--- src/verilog/sfm_pkg.sv ---
// Constants, states and helpers for the serial format and mode unit.
// Assumes one 100 MHz clock and a byte-wide register port.
package sfm_pkg;
  // Register indices on the 3-bit address port
  localparam logic [2:0] ADDR_MODE = 3'h0;
  localparam logic [2:0] ADDR_BAUD = 3'h1;
  localparam logic [2:0] ADDR_CTRL = 3'h2;
  localparam logic [2:0] ADDR_TXH = 3'h3;
  localparam logic [2:0] ADDR_STAT = 3'h4;
  localparam logic [2:0] ADDR_RXH = 3'h5;
  localparam logic [2:0] ADDR_FMT = 3'h6;
  // serial_mode_reg fields
  localparam int MODE_SYNC = 7;
  localparam int MODE_CHR7 = 6;
  localparam int MODE_PAR = 5;
  localparam int MODE_ODD = 4;
  localparam int MODE_STOP2 = 3;
  localparam int MODE_MP = 2;
  // serial_control_reg fields
  localparam int CTRL_TXEN = 5;
  localparam int CTRL_RXEN = 4;
  localparam int CTRL_CKHI = 1;
  localparam int CTRL_CKLO = 0;
  // Status fields
  localparam int ST_TDRE = 7;
  localparam int ST_RDRF = 6;
  localparam int ST_OVERRUN_ERROR_FLAG = 5;
  localparam int ST_FER = 4;
  localparam int ST_PER = 3;
  localparam int ST_TEND = 2;
  localparam int ST_MPBR = 1;
  localparam int ST_MPBT = 0;
  localparam int ST_BRK = 3;
  // serial_format_ctrl fields and values
  localparam int FMT_ORDER = 3;
  localparam int FMT_INV = 2;
  localparam int FMT_IFSEL = 0;
  localparam logic [7:0] FMT_RESET = 8'hF2;
  localparam logic [7:0] FMT_ONES = 8'hF2;
  localparam logic [7:0] FMT_WMASK = 8'h0D;
  localparam logic [7:0] MODE_RESET = 8'h00;
  localparam logic [7:0] BAUD_RESET = 8'hFF;
  localparam logic [7:0] CTRL_RESET = 8'h00;
  // Oversampling: 16 ticks a bit, sample on the 8th
  localparam logic [3:0] OVS_MID = 4'h7;
  localparam logic [3:0] OVS_LAST = 4'hF;
  localparam logic [2:0] SCK_HALF = 3'h7;

  typedef enum logic [2:0] {TX_IDLE, TX_START, TX_DATA, TX_PAR, TX_STOP} sfm_tx_t;
  typedef enum logic [2:0] {RX_IDLE, RX_START, RX_DATA, RX_PAR, RX_STOP} sfm_rx_t;

  // Maps data bits to line order (bit i = i-th bit on the line); self-inverse
  function automatic logic [7:0] sfm_order(input logic [7:0] d, input logic len7,
                                           input logic msb);
    logic [7:0] r;
    r = d;
    if (msb)
    begin
      for (int i = 0; i < 8; i++)
      begin
        if (len7)
          r[i] = (i < 7) ? d[6-i] : 1'b0;
        else
          r[i] = d[7-i];
      end
    end
    return r;
  endfunction : sfm_order
endpackage : sfm_pkg

--- src/verilog/sfm_baud_gen.sv ---
// Baud-rate generator: prescaler (1, 4, 16, 64) then divide by divisor+1.
// Assumes run is held while the internal clock source is in use.
`timescale 1ns/1ps
module sfm_baud_gen
  import sfm_pkg::*;
#(
  parameter int DIV_W = 8
)
(
  input wire logic mclk, // System clock
  input wire logic rst, // Asynchronous reset
  input wire logic run, // Generator enabled
  input wire logic [1:0] prescale, // 0:/1 1:/4 2:/16 3:/64
  input wire logic [DIV_W-1:0] divisor, // Divide by divisor+1
  output logic tick // One-cycle enable pulse
);
  typedef struct packed {
    logic [5:0] pre;
    logic [DIV_W-1:0] cnt;
    logic tick;
  } sfm_brg_t;

  sfm_brg_t s_reg;
  sfm_brg_t s_next;
  logic [5:0] mask;
  logic pre_en;

  always_comb
  begin
    s_next = s_reg;
    case (prescale)
      2'd0: mask = 6'h00;
      2'd1: mask = 6'h03;
      2'd2: mask = 6'h0F;
      default: mask = 6'h3F;
    endcase
    pre_en = ((s_reg.pre & mask) == mask);
    s_next.tick = 1'b0;
    if (!run)
    begin
      s_next.pre = '0;
      s_next.cnt = '0;
    end
    else
    begin
      s_next.pre = pre_en ? 6'h00 : s_reg.pre + 6'h01;
      if (pre_en)
      begin
        if (s_reg.cnt >= divisor)
        begin
          s_next.cnt = '0;
          s_next.tick = 1'b1;
        end
        else
          s_next.cnt = s_reg.cnt + 1'b1;
      end
    end
  end

  always_ff @(posedge mclk or posedge rst)
  begin
    if (rst)
      s_reg <= '0;
    else
      s_reg <= s_next;
  end

  assign tick = s_reg.tick;
endmodule : sfm_baud_gen

--- src/verilog/sfm_serial_format.sv ---
// Serial unit: mode, frame format, clock source, tx/rx shifters and flags.
// Assumes rxd and sck_in are synchronous to mclk; software keeps its own duties.
//
// Added by the designer: strobed register access and the register addresses.
`timescale 1ns/1ps
module sfm_serial_format
  import sfm_pkg::*;
(
  input wire logic mclk, // System clock
  input wire logic rst, // Asynchronous reset
  input wire logic standby, // Standby mode entered
  input wire logic [2:0] addr, // Register index
  input wire logic [7:0] wdata, // Write data
  input wire logic wr, // Write strobe
  input wire logic rd, // Read strobe
  output logic [7:0] rdata, // Read data, cycle after rd
  input wire logic rxd, // Serial receive line
  output logic txd, // Serial transmit line
  input wire logic sck_in, // Clock pin input level
  output logic sck_out, // Clock pin output level
  output logic sck_oe // Clock pin output enable
);
  typedef struct packed {
    logic [7:0] serial_mode_reg;
    logic [7:0] brr;
    logic [7:0] serial_control_reg;
    logic [7:0] transmit_holding_reg;
    logic [7:0] receive_holding_reg;
    logic [7:0] fmt;
    logic [7:0] rdata;
    logic tdre;
    logic rdrf;
    logic overrun_error_flag;
    logic framing_error_flag;
    logic per;
    logic brk;
    logic mpbt;
    logic mpbr;
    sfm_tx_t tx_st;
    logic [7:0] tx_sh;
    logic tx_par;
    logic [3:0] tx_cnt;
    logic [2:0] tx_bit;
    logic tx_stop;
    logic txd;
    sfm_rx_t rx_st;
    logic [7:0] rx_sh;
    logic [3:0] rx_cnt;
    logic [2:0] rx_bit;
    logic rx_par;
    logic sck;
    logic sck_prev;
    logic [2:0] sck_div;
  } sfm_state_t;

  sfm_state_t s;
  sfm_state_t n;
  logic brg_tick;
  logic brg_run;
  logic sync_m;
  logic ext_clk;
  logic tick;
  logic ext_rise;
  logic ext_fall;
  logic s_fall;
  logic s_rise;
  logic len7;
  logic par_on;
  logic mp_on;
  logic [2:0] last_bit;
  logic [7:0] ld_bits;
  logic do_store;
  logic [7:0] st_data;
  logic [7:0] fmt_rd;

  ////////////////////////////////////////////////////////////////////////////
  // Clock source and frame shape
  assign sync_m = s.serial_mode_reg[MODE_SYNC];
  assign ext_clk = s.serial_control_reg[CTRL_CKHI];
  assign len7 = ~sync_m & s.serial_mode_reg[MODE_CHR7];
  assign mp_on = ~sync_m & s.serial_mode_reg[MODE_MP];
  assign par_on = ~sync_m & ~s.serial_mode_reg[MODE_MP] & s.serial_mode_reg[MODE_PAR];
  assign last_bit = len7 ? 3'd6 : 3'd7;
  assign brg_run = ~ext_clk & (s.serial_control_reg[CTRL_TXEN] | s.serial_control_reg[CTRL_RXEN]);
  assign ext_rise = sck_in & ~s.sck_prev;
  assign ext_fall = ~sck_in & s.sck_prev;
  assign tick = ext_clk ? ext_rise : brg_tick;
  assign s_fall = ext_clk ? ext_fall : (brg_tick & s.sck);
  assign s_rise = ext_clk ? ext_rise : (brg_tick & ~s.sck);
  assign fmt_rd = FMT_ONES | (s.fmt & FMT_WMASK);
  // Invert then reorder outgoing data
  assign ld_bits = sfm_order(s.fmt[FMT_INV] ? ~s.transmit_holding_reg : s.transmit_holding_reg, len7,
                             s.fmt[FMT_ORDER]);

  sfm_baud_gen #(
    .DIV_W(8)
  ) u_brg (
    .mclk(mclk),
    .rst(rst),
    .run(brg_run),
    .prescale(s.serial_mode_reg[1:0]),
    .divisor(s.brr),
    .tick(brg_tick)
  );

  ////////////////////////////////////////////////////////////////////////////
  // Next-state logic
  always_comb
  begin
    n = s;
    do_store = 1'b0;
    n.sck_prev = sck_in;
    n.rdata = 8'h00;
    // Register reads
    if (rd)
    begin
      case (addr)
        ADDR_MODE: n.rdata = s.serial_mode_reg;
        ADDR_BAUD: n.rdata = s.brr;
        ADDR_CTRL: n.rdata = s.serial_control_reg;
        ADDR_TXH: n.rdata = s.transmit_holding_reg;
        ADDR_STAT: n.rdata = {s.tdre, s.rdrf, s.overrun_error_flag, s.framing_error_flag, s.per | s.brk,
                              s.tdre & (s.tx_st == TX_IDLE), s.mpbr, s.mpbt};
        ADDR_RXH: n.rdata = s.receive_holding_reg;
        ADDR_FMT: n.rdata = fmt_rd;
        default: n.rdata = 8'h00;
      endcase
    end
    // Register writes; flag clears come first so hardware sets win
    if (wr)
    begin
      case (addr)
        ADDR_MODE: n.serial_mode_reg = wdata;
        ADDR_BAUD: n.brr = wdata;
        ADDR_CTRL: n.serial_control_reg = wdata;
        ADDR_TXH:
        begin
          n.transmit_holding_reg = wdata;
          n.tdre = 1'b0;
        end
        ADDR_STAT:
        begin
          if (wdata[ST_RDRF]) n.rdrf = 1'b0;
          if (wdata[ST_OVERRUN_ERROR_FLAG]) n.overrun_error_flag = 1'b0;
          if (wdata[ST_FER]) n.framing_error_flag = 1'b0;
          if (wdata[ST_PER])
          begin
            n.per = 1'b0;
            n.brk = 1'b0;
          end
          n.mpbt = wdata[ST_MPBT];
        end
        ADDR_FMT: n.fmt = (s.fmt & ~FMT_WMASK) | (wdata & FMT_WMASK);
        default: n.fmt = s.fmt;
      endcase
    end
    if (standby)
      n.fmt = FMT_RESET;

    if (!sync_m)
    begin
      //////////////////////////////////////////////////////////////////////
      // Asynchronous clock pin: bit-rate output when enables are 0/1
      if (!ext_clk && s.serial_control_reg[CTRL_CKLO] && tick)
      begin
        n.sck_div = s.sck_div + 3'd1;
        if (s.sck_div == SCK_HALF) n.sck = ~s.sck;
      end
      // Transmitter
      case (s.tx_st)
        TX_IDLE:
        begin
          n.txd = 1'b1;
          if (s.serial_control_reg[CTRL_TXEN] && !s.tdre && tick)
          begin
            n.tx_sh = ld_bits;
            // Unsent eighth bit of a 7-bit character stays out of parity
            n.tx_par = mp_on ? s.mpbt :
                       ((^(ld_bits & {~len7, 7'h7F})) ^ s.serial_mode_reg[MODE_ODD]);
            n.tdre = 1'b1;
            n.tx_st = TX_START;
            n.tx_cnt = 4'h0;
            n.tx_bit = 3'd0;
            n.txd = 1'b0;
          end
        end
        TX_START, TX_DATA, TX_PAR, TX_STOP:
        begin
          if (tick)
          begin
            n.tx_cnt = s.tx_cnt + 4'h1;
            if (s.tx_cnt == OVS_LAST)
            begin
              case (s.tx_st)
                TX_START:
                begin
                  n.tx_st = TX_DATA;
                  n.txd = s.tx_sh[0];
                end
                TX_DATA:
                begin
                  if (s.tx_bit != last_bit)
                  begin
                    n.tx_bit = s.tx_bit + 3'd1;
                    n.txd = s.tx_sh[n.tx_bit];
                  end
                  else if (par_on || mp_on)
                  begin
                    n.tx_st = TX_PAR;
                    n.txd = s.tx_par;
                  end
                  else
                  begin
                    n.tx_st = TX_STOP;
                    n.tx_stop = s.serial_mode_reg[MODE_STOP2];
                    n.txd = 1'b1;
                  end
                end
                TX_PAR:
                begin
                  n.tx_st = TX_STOP;
                  n.tx_stop = s.serial_mode_reg[MODE_STOP2];
                  n.txd = 1'b1;
                end
                default:
                begin
                  n.tx_stop = 1'b0;
                  if (!s.tx_stop) n.tx_st = TX_IDLE;
                end
              endcase
            end
          end
        end
        default: n.tx_st = TX_IDLE;
      endcase
      // Receiver, 16x oversampled
      if (tick)
      begin
        case (s.rx_st)
          RX_IDLE:
          begin
            if (s.serial_control_reg[CTRL_RXEN] && !rxd)
            begin
              n.rx_st = RX_START;
              n.rx_cnt = 4'h0;
              n.rx_sh = 8'h00;
              n.rx_bit = 3'd0;
            end
          end
          RX_START:
          begin
            n.rx_cnt = s.rx_cnt + 4'h1;
            if (s.rx_cnt == OVS_MID)
            begin
              n.rx_cnt = 4'h0;
              n.rx_st = rxd ? RX_IDLE : RX_DATA;
            end
          end
          default:
          begin
            n.rx_cnt = s.rx_cnt + 4'h1;
            if (s.rx_cnt == OVS_LAST)
            begin
              case (s.rx_st)
                RX_DATA:
                begin
                  n.rx_sh[s.rx_bit] = rxd;
                  n.rx_bit = s.rx_bit + 3'd1;
                  if (s.rx_bit == last_bit)
                    n.rx_st = (par_on || mp_on) ? RX_PAR : RX_STOP;
                end
                RX_PAR:
                begin
                  n.rx_par = rxd;
                  n.rx_st = RX_STOP;
                end
                default:
                begin
                  n.rx_st = RX_IDLE;
                  do_store = 1'b1;
                  n.framing_error_flag = s.framing_error_flag | ~rxd;
                  n.brk = s.brk | (~rxd & (s.rx_sh == 8'h00) & ~s.rx_par);
                  if (par_on && (s.rx_par != ((^s.rx_sh) ^ s.serial_mode_reg[MODE_ODD])))
                    n.per = 1'b1;
                  if (mp_on) n.mpbr = s.rx_par;
                end
              endcase
            end
          end
        endcase
      end
    end
    else
    begin
      //////////////////////////////////////////////////////////////////////
      // Clocked mode: 8 bits, no extras, clock idles high
      if (s.tx_st == TX_IDLE)
      begin
        n.sck = 1'b1;
        // Last bit holds through its rising clock, line returns high after
        n.txd = 1'b1;
        if ((s.serial_control_reg[CTRL_TXEN] && !s.tdre) || (s.serial_control_reg[CTRL_RXEN] && !s.serial_control_reg[CTRL_TXEN]))
        begin
          n.tx_st = TX_DATA;
          n.tx_bit = 3'd0;
          n.rx_sh = 8'h00;
          if (s.serial_control_reg[CTRL_TXEN])
          begin
            n.tx_sh = ld_bits;
            n.tdre = 1'b1;
            n.txd = ld_bits[0];
          end
        end
      end
      else
      begin
        if (!ext_clk && brg_tick) n.sck = ~s.sck;
        if (s_fall && s.serial_control_reg[CTRL_TXEN]) n.txd = s.tx_sh[s.tx_bit];
        if (s_rise)
        begin
          n.rx_sh[s.tx_bit] = rxd;
          n.tx_bit = s.tx_bit + 3'd1;
          if (s.tx_bit == 3'd7)
          begin
            n.tx_st = TX_IDLE;
            do_store = s.serial_control_reg[CTRL_RXEN];
          end
        end
      end
    end

    ////////////////////////////////////////////////////////////////////////
    // Receive store: reorder, invert, or flag overrun
    st_data = sfm_order(n.rx_sh, len7, s.fmt[FMT_ORDER]);
    if (s.fmt[FMT_INV])
      st_data = len7 ? {1'b0, ~st_data[6:0]} : ~st_data;
    if (do_store)
    begin
      if (s.rdrf)
        n.overrun_error_flag = 1'b1;
      else
      begin
        n.receive_holding_reg = st_data;
        n.rdrf = 1'b1;
      end
    end
  end

  always_ff @(posedge mclk or posedge rst)
  begin
    if (rst)
    begin
      s <= '0;
      s.serial_mode_reg <= MODE_RESET;
      s.brr <= BAUD_RESET;
      s.serial_control_reg <= CTRL_RESET;
      s.fmt <= FMT_RESET;
      s.tdre <= 1'b1;
      s.txd <= 1'b1;
      s.sck <= 1'b1;
      s.sck_prev <= 1'b1;
    end
    else
      s <= n;
  end

  ////////////////////////////////////////////////////////////////////////////
  // Outputs
  assign rdata = s.rdata;
  assign txd = s.txd;
  assign sck_out = s.sck;
  assign sck_oe = ~ext_clk & (sync_m | s.serial_control_reg[CTRL_CKLO]);
endmodule : sfm_serial_format

--- config.mk ---
export PLATFORM = sky130hd
export DESIGN_NAME = sfm_serial_format
export DESIGN_NICKNAME = d
export VERILOG_FILES = /design/src/verilog/sfm_pkg.sv /design/src/verilog/sfm_baud_gen.sv /design/src/verilog/sfm_serial_format.sv
export SDC_FILE = /design/constraint.sdc
export NUM_CORES = 1
export LEC_CHECK = 0
export BUFFER_PORTS_ARGS = -buffer_cell sky130_fd_sc_hd__buf_2
export CAP_MARGIN = 10
export CORE_MARGIN = 3
export CORE_UTILIZATION = 45
export DETAILED_ROUTE_END_ITERATION = 8
export PLACE_DENSITY = 0.58
export SLEW_MARGIN = 10
export SYNTH_ARGS = -nofsm -noshare
export SYNTH_HDL_FRONTEND = slang
export SYNTH_SLANG_ARGS = --single-unit
--- constraint.sdc ---
create_clock -name mclk -period 10.35 [get_ports mclk]
set_input_delay 2.07 -clock mclk [delete_from_list [all_inputs] [get_ports mclk]]
set_output_delay 2.07 -clock mclk [all_outputs]
set_load 0.01 [all_outputs]
# ---- Word level (Yosys, flattened, before mapping)
# Index checks and enable logic that the tools add are counted.
dict set report op_classes {
  reduce_logical 58
  addsub 7
  bitwise_logic 40
  n_shift 0
  eq_ne 47
  muxes 142
  n_mul 0
  n_lt_le_gt_ge 6
  n_div 0
}
# cell n
set ops {}
lappend ops {{8-bit two-way mux} 17}
lappend ops {{3-bit two-way mux} 22}
lappend ops {{1-bit two-way mux} 65}
lappend ops {{8-bit one-hot mux with 7 select lines} 1}
lappend ops {{11-bit two-way mux} 3}
lappend ops {{9-bit two-way mux} 3}
lappend ops {{3-bit one-hot mux with 2 select lines} 4}
lappend ops {{19-bit two-way mux} 1}
lappend ops {{3-bit by 2-bit equality test with 1-bit output, second input constant} 6}
lappend ops {{3-bit equality test, second input constant} 6}
lappend ops {{18-bit two-way mux} 1}
lappend ops {{6-bit one-hot mux with 3 select lines} 1}
lappend ops {{6-bit AND reduction} 3}
lappend ops {{8-bit bitwise mux} 2}
lappend ops {{16-bit two-way mux} 1}
lappend ops {{2-bit inequality test, second input constant} 8}
lappend ops {{8-bit inverter} 2}
lappend ops {{8-bit one-hot mux with 2 select lines} 1}
lappend ops {{2-bit AND reduction} 8}
lappend ops {{8-bit AND reduction} 2}
lappend ops {{2-bit nonzero test} 8}
lappend ops {{8-bit parity} 2}
lappend ops {{3-bit inequality test, second input constant} 5}
lappend ops {{14-bit two-way mux} 1}
lappend ops {{55 further kinds} 127}
dict set report word_totals {
  mem_bits_ro 0
  in_bits 18
  latchBits 0
  register_bits 124
  out_inout_bits 11
  ramBits 0
  n_memories 0
  elab_cells 333
}

# ---- Longest topological paths before layout
dict set report depth {
  depth_word 16
  ltp_mapped 10
  mapped_depth_nobuf 9
}

# ---- Hierarchy
# From an unflattened synthesis, not the netlist that was laid out.
dict set report hier_totals {
  cells_unflattened 838
  hier_area_um2 7766.2
}
# mod cells_each n_inst seq_area_each_um2 area_each_um2
set modules_own_cells {}
lappend modules_own_cells {sfm_serial_format 726 1 2617.5 6742.7}
lappend modules_own_cells {sfm_baud_gen 112 1 375.4 1023.5}

# ---- Worst setup path before layout
# OpenSTA, ideal clock, no wires.
dict set report synth_timing {
  path_type {input port to flip-flop}
  startpoint {in rxd}
  endpoint {reg s[72] in the netlist's numbering}
  n_path_buf 1
  path_slack_ns 6.660
  path_stages 8
  arrival_ns 3.558
  setup_ns 0.132
  t_required_ns 10.218
  cell_sequence {clkbuf_1 -> nor3b_2 -> nor2_1 -> a2111o_1 -> and3_1 -> a41oi_1 -> xor2_1 -> o21ai_1}
}
dict set report synth_via {
  elab_chain_len 11
  word_cells_on_any_way 18
  classes_between {mux (14); bitwise (2); reduce/logical (2)}
}
# item line_no
set synth_rtl {}
lappend synth_rtl {{start: declaration} sfm_serial_format.sv:17} ;# input wire logic rxd,
lappend synth_rtl {{8-bit bitwise mux / 1-bit logical NOT (equally long branches)} {sfm_serial_format.sv:267, sfm_serial_format.sv:242}}
lappend synth_rtl {{8-bit two-way mux / 1-bit logical AND (equally long branches)} {sfm_serial_format.sv:264, sfm_serial_format.sv:242}}
lappend synth_rtl {{11-bit two-way mux / 18-bit two-way mux (equally long branches)} {sfm_serial_format.sv:262, sfm_serial_format.sv:242}}
lappend synth_rtl {{8-bit one-hot mux with 2 select lines} sfm_serial_format.sv:239} ;# case (s.rx_st)
lappend synth_rtl {{16-bit two-way mux} sfm_serial_format.sv:237} ;# if (tick)
lappend synth_rtl {{8-bit two-way mux *} sfm_serial_format.sv:160} ;# if (!sync_m)
lappend synth_rtl {{1-bit two-way mux} sfm_pkg.sv:61} ;# if (len7)
lappend synth_rtl {{8-bit two-way mux *} sfm_pkg.sv:57} ;# if (msb)
lappend synth_rtl {{8-bit inverter / 7-bit inverter (equally long branches)} sfm_serial_format.sv:336} ;# st_data = len7 ? {1'b0, ~st_data[6:0]} : ~st_data;
lappend synth_rtl {{8-bit two-way mux} sfm_serial_format.sv:336}
lappend synth_rtl {{8-bit two-way mux *} sfm_serial_format.sv:335} ;# if (s.fmt[FMT_INV])
lappend synth_rtl {{end signal: assignment} sfm_serial_format.sv:364} ;# s <= n;
lappend synth_rtl {{end: declaration} sfm_serial_format.sv:56} ;# sfm_state_t s;
# Mark *: on every way between the ends. The rest lies on a longest branch, timed or not. The select of a mux whose other input is x is not followed.
# A chain may end at the register's enable or synchronous reset.

# ---- Final worst setup path
dict set report layout_timing {
  startpoint {in sck_in}
  endpoint {reg s[70] in the netlist's numbering}
}
dict set report layout_via {
  elab_chain_len 10
  word_cells_on_any_way 18
  classes_between {mux (14); bitwise (3); reduce/logical (1)}
}
# item line_no
set layout_rtl {}
lappend layout_rtl {{start: declaration} sfm_serial_format.sv:19} ;# input wire logic sck_in,
lappend layout_rtl {{1-bit bitwise AND *} sfm_serial_format.sv:85} ;# assign ext_rise = sck_in & ~s.sck_prev;
lappend layout_rtl {{1-bit two-way mux} sfm_serial_format.sv:89} ;# assign s_rise = ext_clk ? ext_rise : (brg_tick & ~s.sck);
lappend layout_rtl {{8-bit two-way mux} sfm_serial_format.sv:319} ;# if (s_rise)
lappend layout_rtl {{8-bit two-way mux} sfm_serial_format.sv:297} ;# if (s.tx_st == TX_IDLE)
lappend layout_rtl {{8-bit two-way mux} sfm_serial_format.sv:160}
lappend layout_rtl {{1-bit two-way mux} sfm_pkg.sv:61}
lappend layout_rtl {{8-bit two-way mux} sfm_pkg.sv:57}
lappend layout_rtl {{8-bit inverter / 7-bit inverter (equally long branches)} sfm_serial_format.sv:336}
lappend layout_rtl {{8-bit two-way mux} sfm_serial_format.sv:336}
lappend layout_rtl {{8-bit two-way mux} sfm_serial_format.sv:335}
# Mark *: on every way between the ends. The rest lies on a longest branch, timed or not.

==> results by group <==
Pwr
  – Cell Int Power: 1.148 mW
  – Sw power: 679.2 uW
  – Pwr dens: 212.6 mW/mm^2
  – P_leak: 3.725 nW
  – Switching power share of the total: 37.17%
  – Power Total: 1.827 mW
  – Comb pwr share: 30.1%
  – Maximum vdd drop: 0.1455 mV
  – Clock share of power: 33.6%
  – Reg power frac: 36.3%

Timing
  – Slew margin rel.: 19.90%
  – Hold Fails Final Rpt: 0
  – Final Max Tran Viols: 0
  – RSZ-0062 raised after global routing: no
  – Final worst path period share: 38.78%
  – Final Critical Period: 4014 ps
  – Final setup fails: 0
  – Worst Tran Pin Value: 1193 ps
  – Fmax: 0.2491 GHz
  – Final setup TNS: 0 ps
  – Clock skew: 9.313 ps

Detailed routing
  – Final WL: 22110 um
  – Residual DRC: 0
  – Number of detailed-route iterations in the first pass: 6
  – Via density: 6.148
  – Vias: 6646
  – Antenna Nets Post-Route: 0
  – Iter 0 DRT Violations: 736
  – Wirelength per Cell: 20.45 um

Worst hold path
  – Hold WC Path Type: reg -> reg

Critical path
  – Flop2flop setup slack: 7280 ps
  – Crit Path Class: in -> reg
  – Worst setup EP type: flop
  – Req. time, crit path: 10640 ps
  – Critical Path Start Type: input port
  – CP arrival: 4310 ps
  – CP max FO: 11

Place
  – Port-buffer cells: 28
  – Gpl congestion: 0.9756
  – HPWL after detailed placement: 15870 um

GRT
  – Largest net degree at the start of global routing: 64
  – Antenna violations before repair: 0
  – Overall Global Routing Usage: 24.46%
  – Grt ovf: 0
  – Global-route wire length before repair: 35510 um
  – Vias in the first global route: 6406

Clocking
  – Max clock buf depth: 2
  – Worst skew pair latency: 430 ps
  – CTS tree: built
  – CTS sink count: 119
  – Post-CTS setup buffers: 0
  – Root Driver: clkbuf_16
  – CTS Buf Count: 17
  – H-tree depth: 4
  – Worst-path clk slew: 60 ps
  – Post-cts gate resize count: 0
  – Hold_buf cts: 0

Logic synthesis
  – Post-Synthesis Cells: 857
  – Sequential fraction of the synthesis area: 38.28%
  – Prevailing post-synth register cell: dfrtp_1
  – Number of synthesized flops with an enable pin: 0
  – Syn. warnings: 0
  – Netlist Area Pre-Place: 0.007819 mm^2
  – Ys async rst share: 100.0%
  – #FFs+latches synth: 119
  – Syn_area_per_cell: 9.123 um^2
  – Netlist cell types: 85
  – Synthesized Nets: 896

Floorplan
  – Initial Util: 46.49%
  – I/O pins: 29
  – Die W: 137.8 um
  – Row Count: 47
  – Die area: 0.01899 mm^2
  – CORE AREA: 0.01682 mm^2
  – Die H: 137.8 um

Flow run
  – MaxCap Viol Count: 0

Final layout
  – # diodes: 0
  – Commonest cells after routing, fill and taps aside: dfrtp_1, nand2_1, nor2_1
  – Area Growth Syn to Fin: 9.954%
  – Max reg flops: 90
  – Share of layout cells above drive strength 1: 17.42%
  – Layout Nets: 887
  – Leading cell type in the layout, fill and taps excluded: dfrtp_1

Outcome
  – Outcome: finished, final reports clean
## area by class of cell
class	count	area, um^2
Fill cell	1615	8222
Multi-Input combinational cell	648	4433
Sequential cell	119	2993
Clock buffer	17	425.4
Tap cell	220	275.3
Timing Repair Buffer	34	182.7
Clock inverter	15	180.2
Inverter	28	107.6
## final timing paths
kind | start | end | cells past startpoint
max | sck_in | s[70] | 7
min in group asynchronous | rst | u_brg.s_reg[8] | 2
max reg2reg | s[108] | s[33] | 8
max in group asynchronous | rst | s[16] | 3
min reg2reg | s[48] | s[48] | 2
min | s[48] | s[48] | 2
## synth_stat cells, types with 5 or more instances
cell type	instances	share of area, %
o211ai_1	8	0.77
and3_1	14	1.1
dfstp_2	12	4.0
buf_1	6	0.29
nand3_1	36	2.3
nand2_1	95	4.6
nor2b_1	14	1.1
a21oi_1	31	2.0
ha_1	21	3.4
xor2_1	13	1.5
clkbuf_1	33	1.6
o21ai_0	47	3.0
a211o_1	5	0.56
a31oi_1	13	1.0
a22oi_1	6	0.58
nor3_1	16	1.0
nand4_1	12	0.96
a211oi_1	5	0.48
and2_1	8	0.64
mux2i_1	29	3.7
o22ai_1	5	0.40
mux2_2	40	5.8
o21ai_1	15	0.96
buf_2	10	0.64
o31ai_1	6	0.58
a22o_1	11	1.2
buf_4	11	1.1
or3_1	5	0.40
inv_1	27	1.3
nor2_1	68	3.3
dfrtp_1	107	34
xnor2_1	18	2.0
nand2b_1	12	0.96
## per-layer routing
metal / share of wire (%) / GRT usage, % / vias up
li1: - / - / 3077
met1: 45 / 33.55 / 3309
met2: 47 / 37.96 / 208
met3: 4.8 / 5.113 / 52
met4: 3.1 / 9.550 / 0
met5: 0 / 0 / -
## cell families after synthesis
family / after synthesis / synth area share, %
xor gates and xnor gates: 33 / 4.049
adders and majority gates: 21 / 3.361
muxes: 74 / 10.63
buffers and inverters: 90 / 5.121
AOI/OAI and AO/OA: 204 / 18.12
and+or+nand+nor: 316 / 20.45
DFF: 119 / 38.28
## worst max-delay path, cell delays in order
cell and delay, ps:
buf_2 130, and3b_1 220, o21ai_1 930, nor2_2 140, o32ai_1 440, mux2i_1 250, nand4_1 120
## power groups by stage
stage	Sequential, mW	Combinational [mW]	Clock [mW]
5_1_grt	0.676	0.607	0.645
6_report	0.664	0.550	0.614
2_1_floorplan	0.604	0.454	0
3_5_place_dp	0.669	0.542	0
3_3_place_gp	0.668	0.533	0
4_1_cts	0.661	0.546	0.625
## through the flow
| stage | instance area, um^2 | setup WS [ps] | instances | util, % | hold slack [ps] |
|---|---|---|---|---|---|
| 6_report | 8597 | 6336 | 1081 | 51.12 | 467.0 |
| 5_1_grt | 8597 | 6218 | 1081 | 51.12 | 493.3 |
| 4_1_cts | 8592 | 6434 | 1080 | 51.09 | 470.2 |
| 3_5_place_dp | 7986 | 5983 | 1048 | 47.49 | 456.9 |
| 3_3_place_gp | 7986 | 6007 | 1048 | 47.49 | 460.2 |
| 2_1_floorplan | 7819 | 5142 | 857 | - | 438.4 |
No activity file was read; power rests on OpenSTA's default activity.
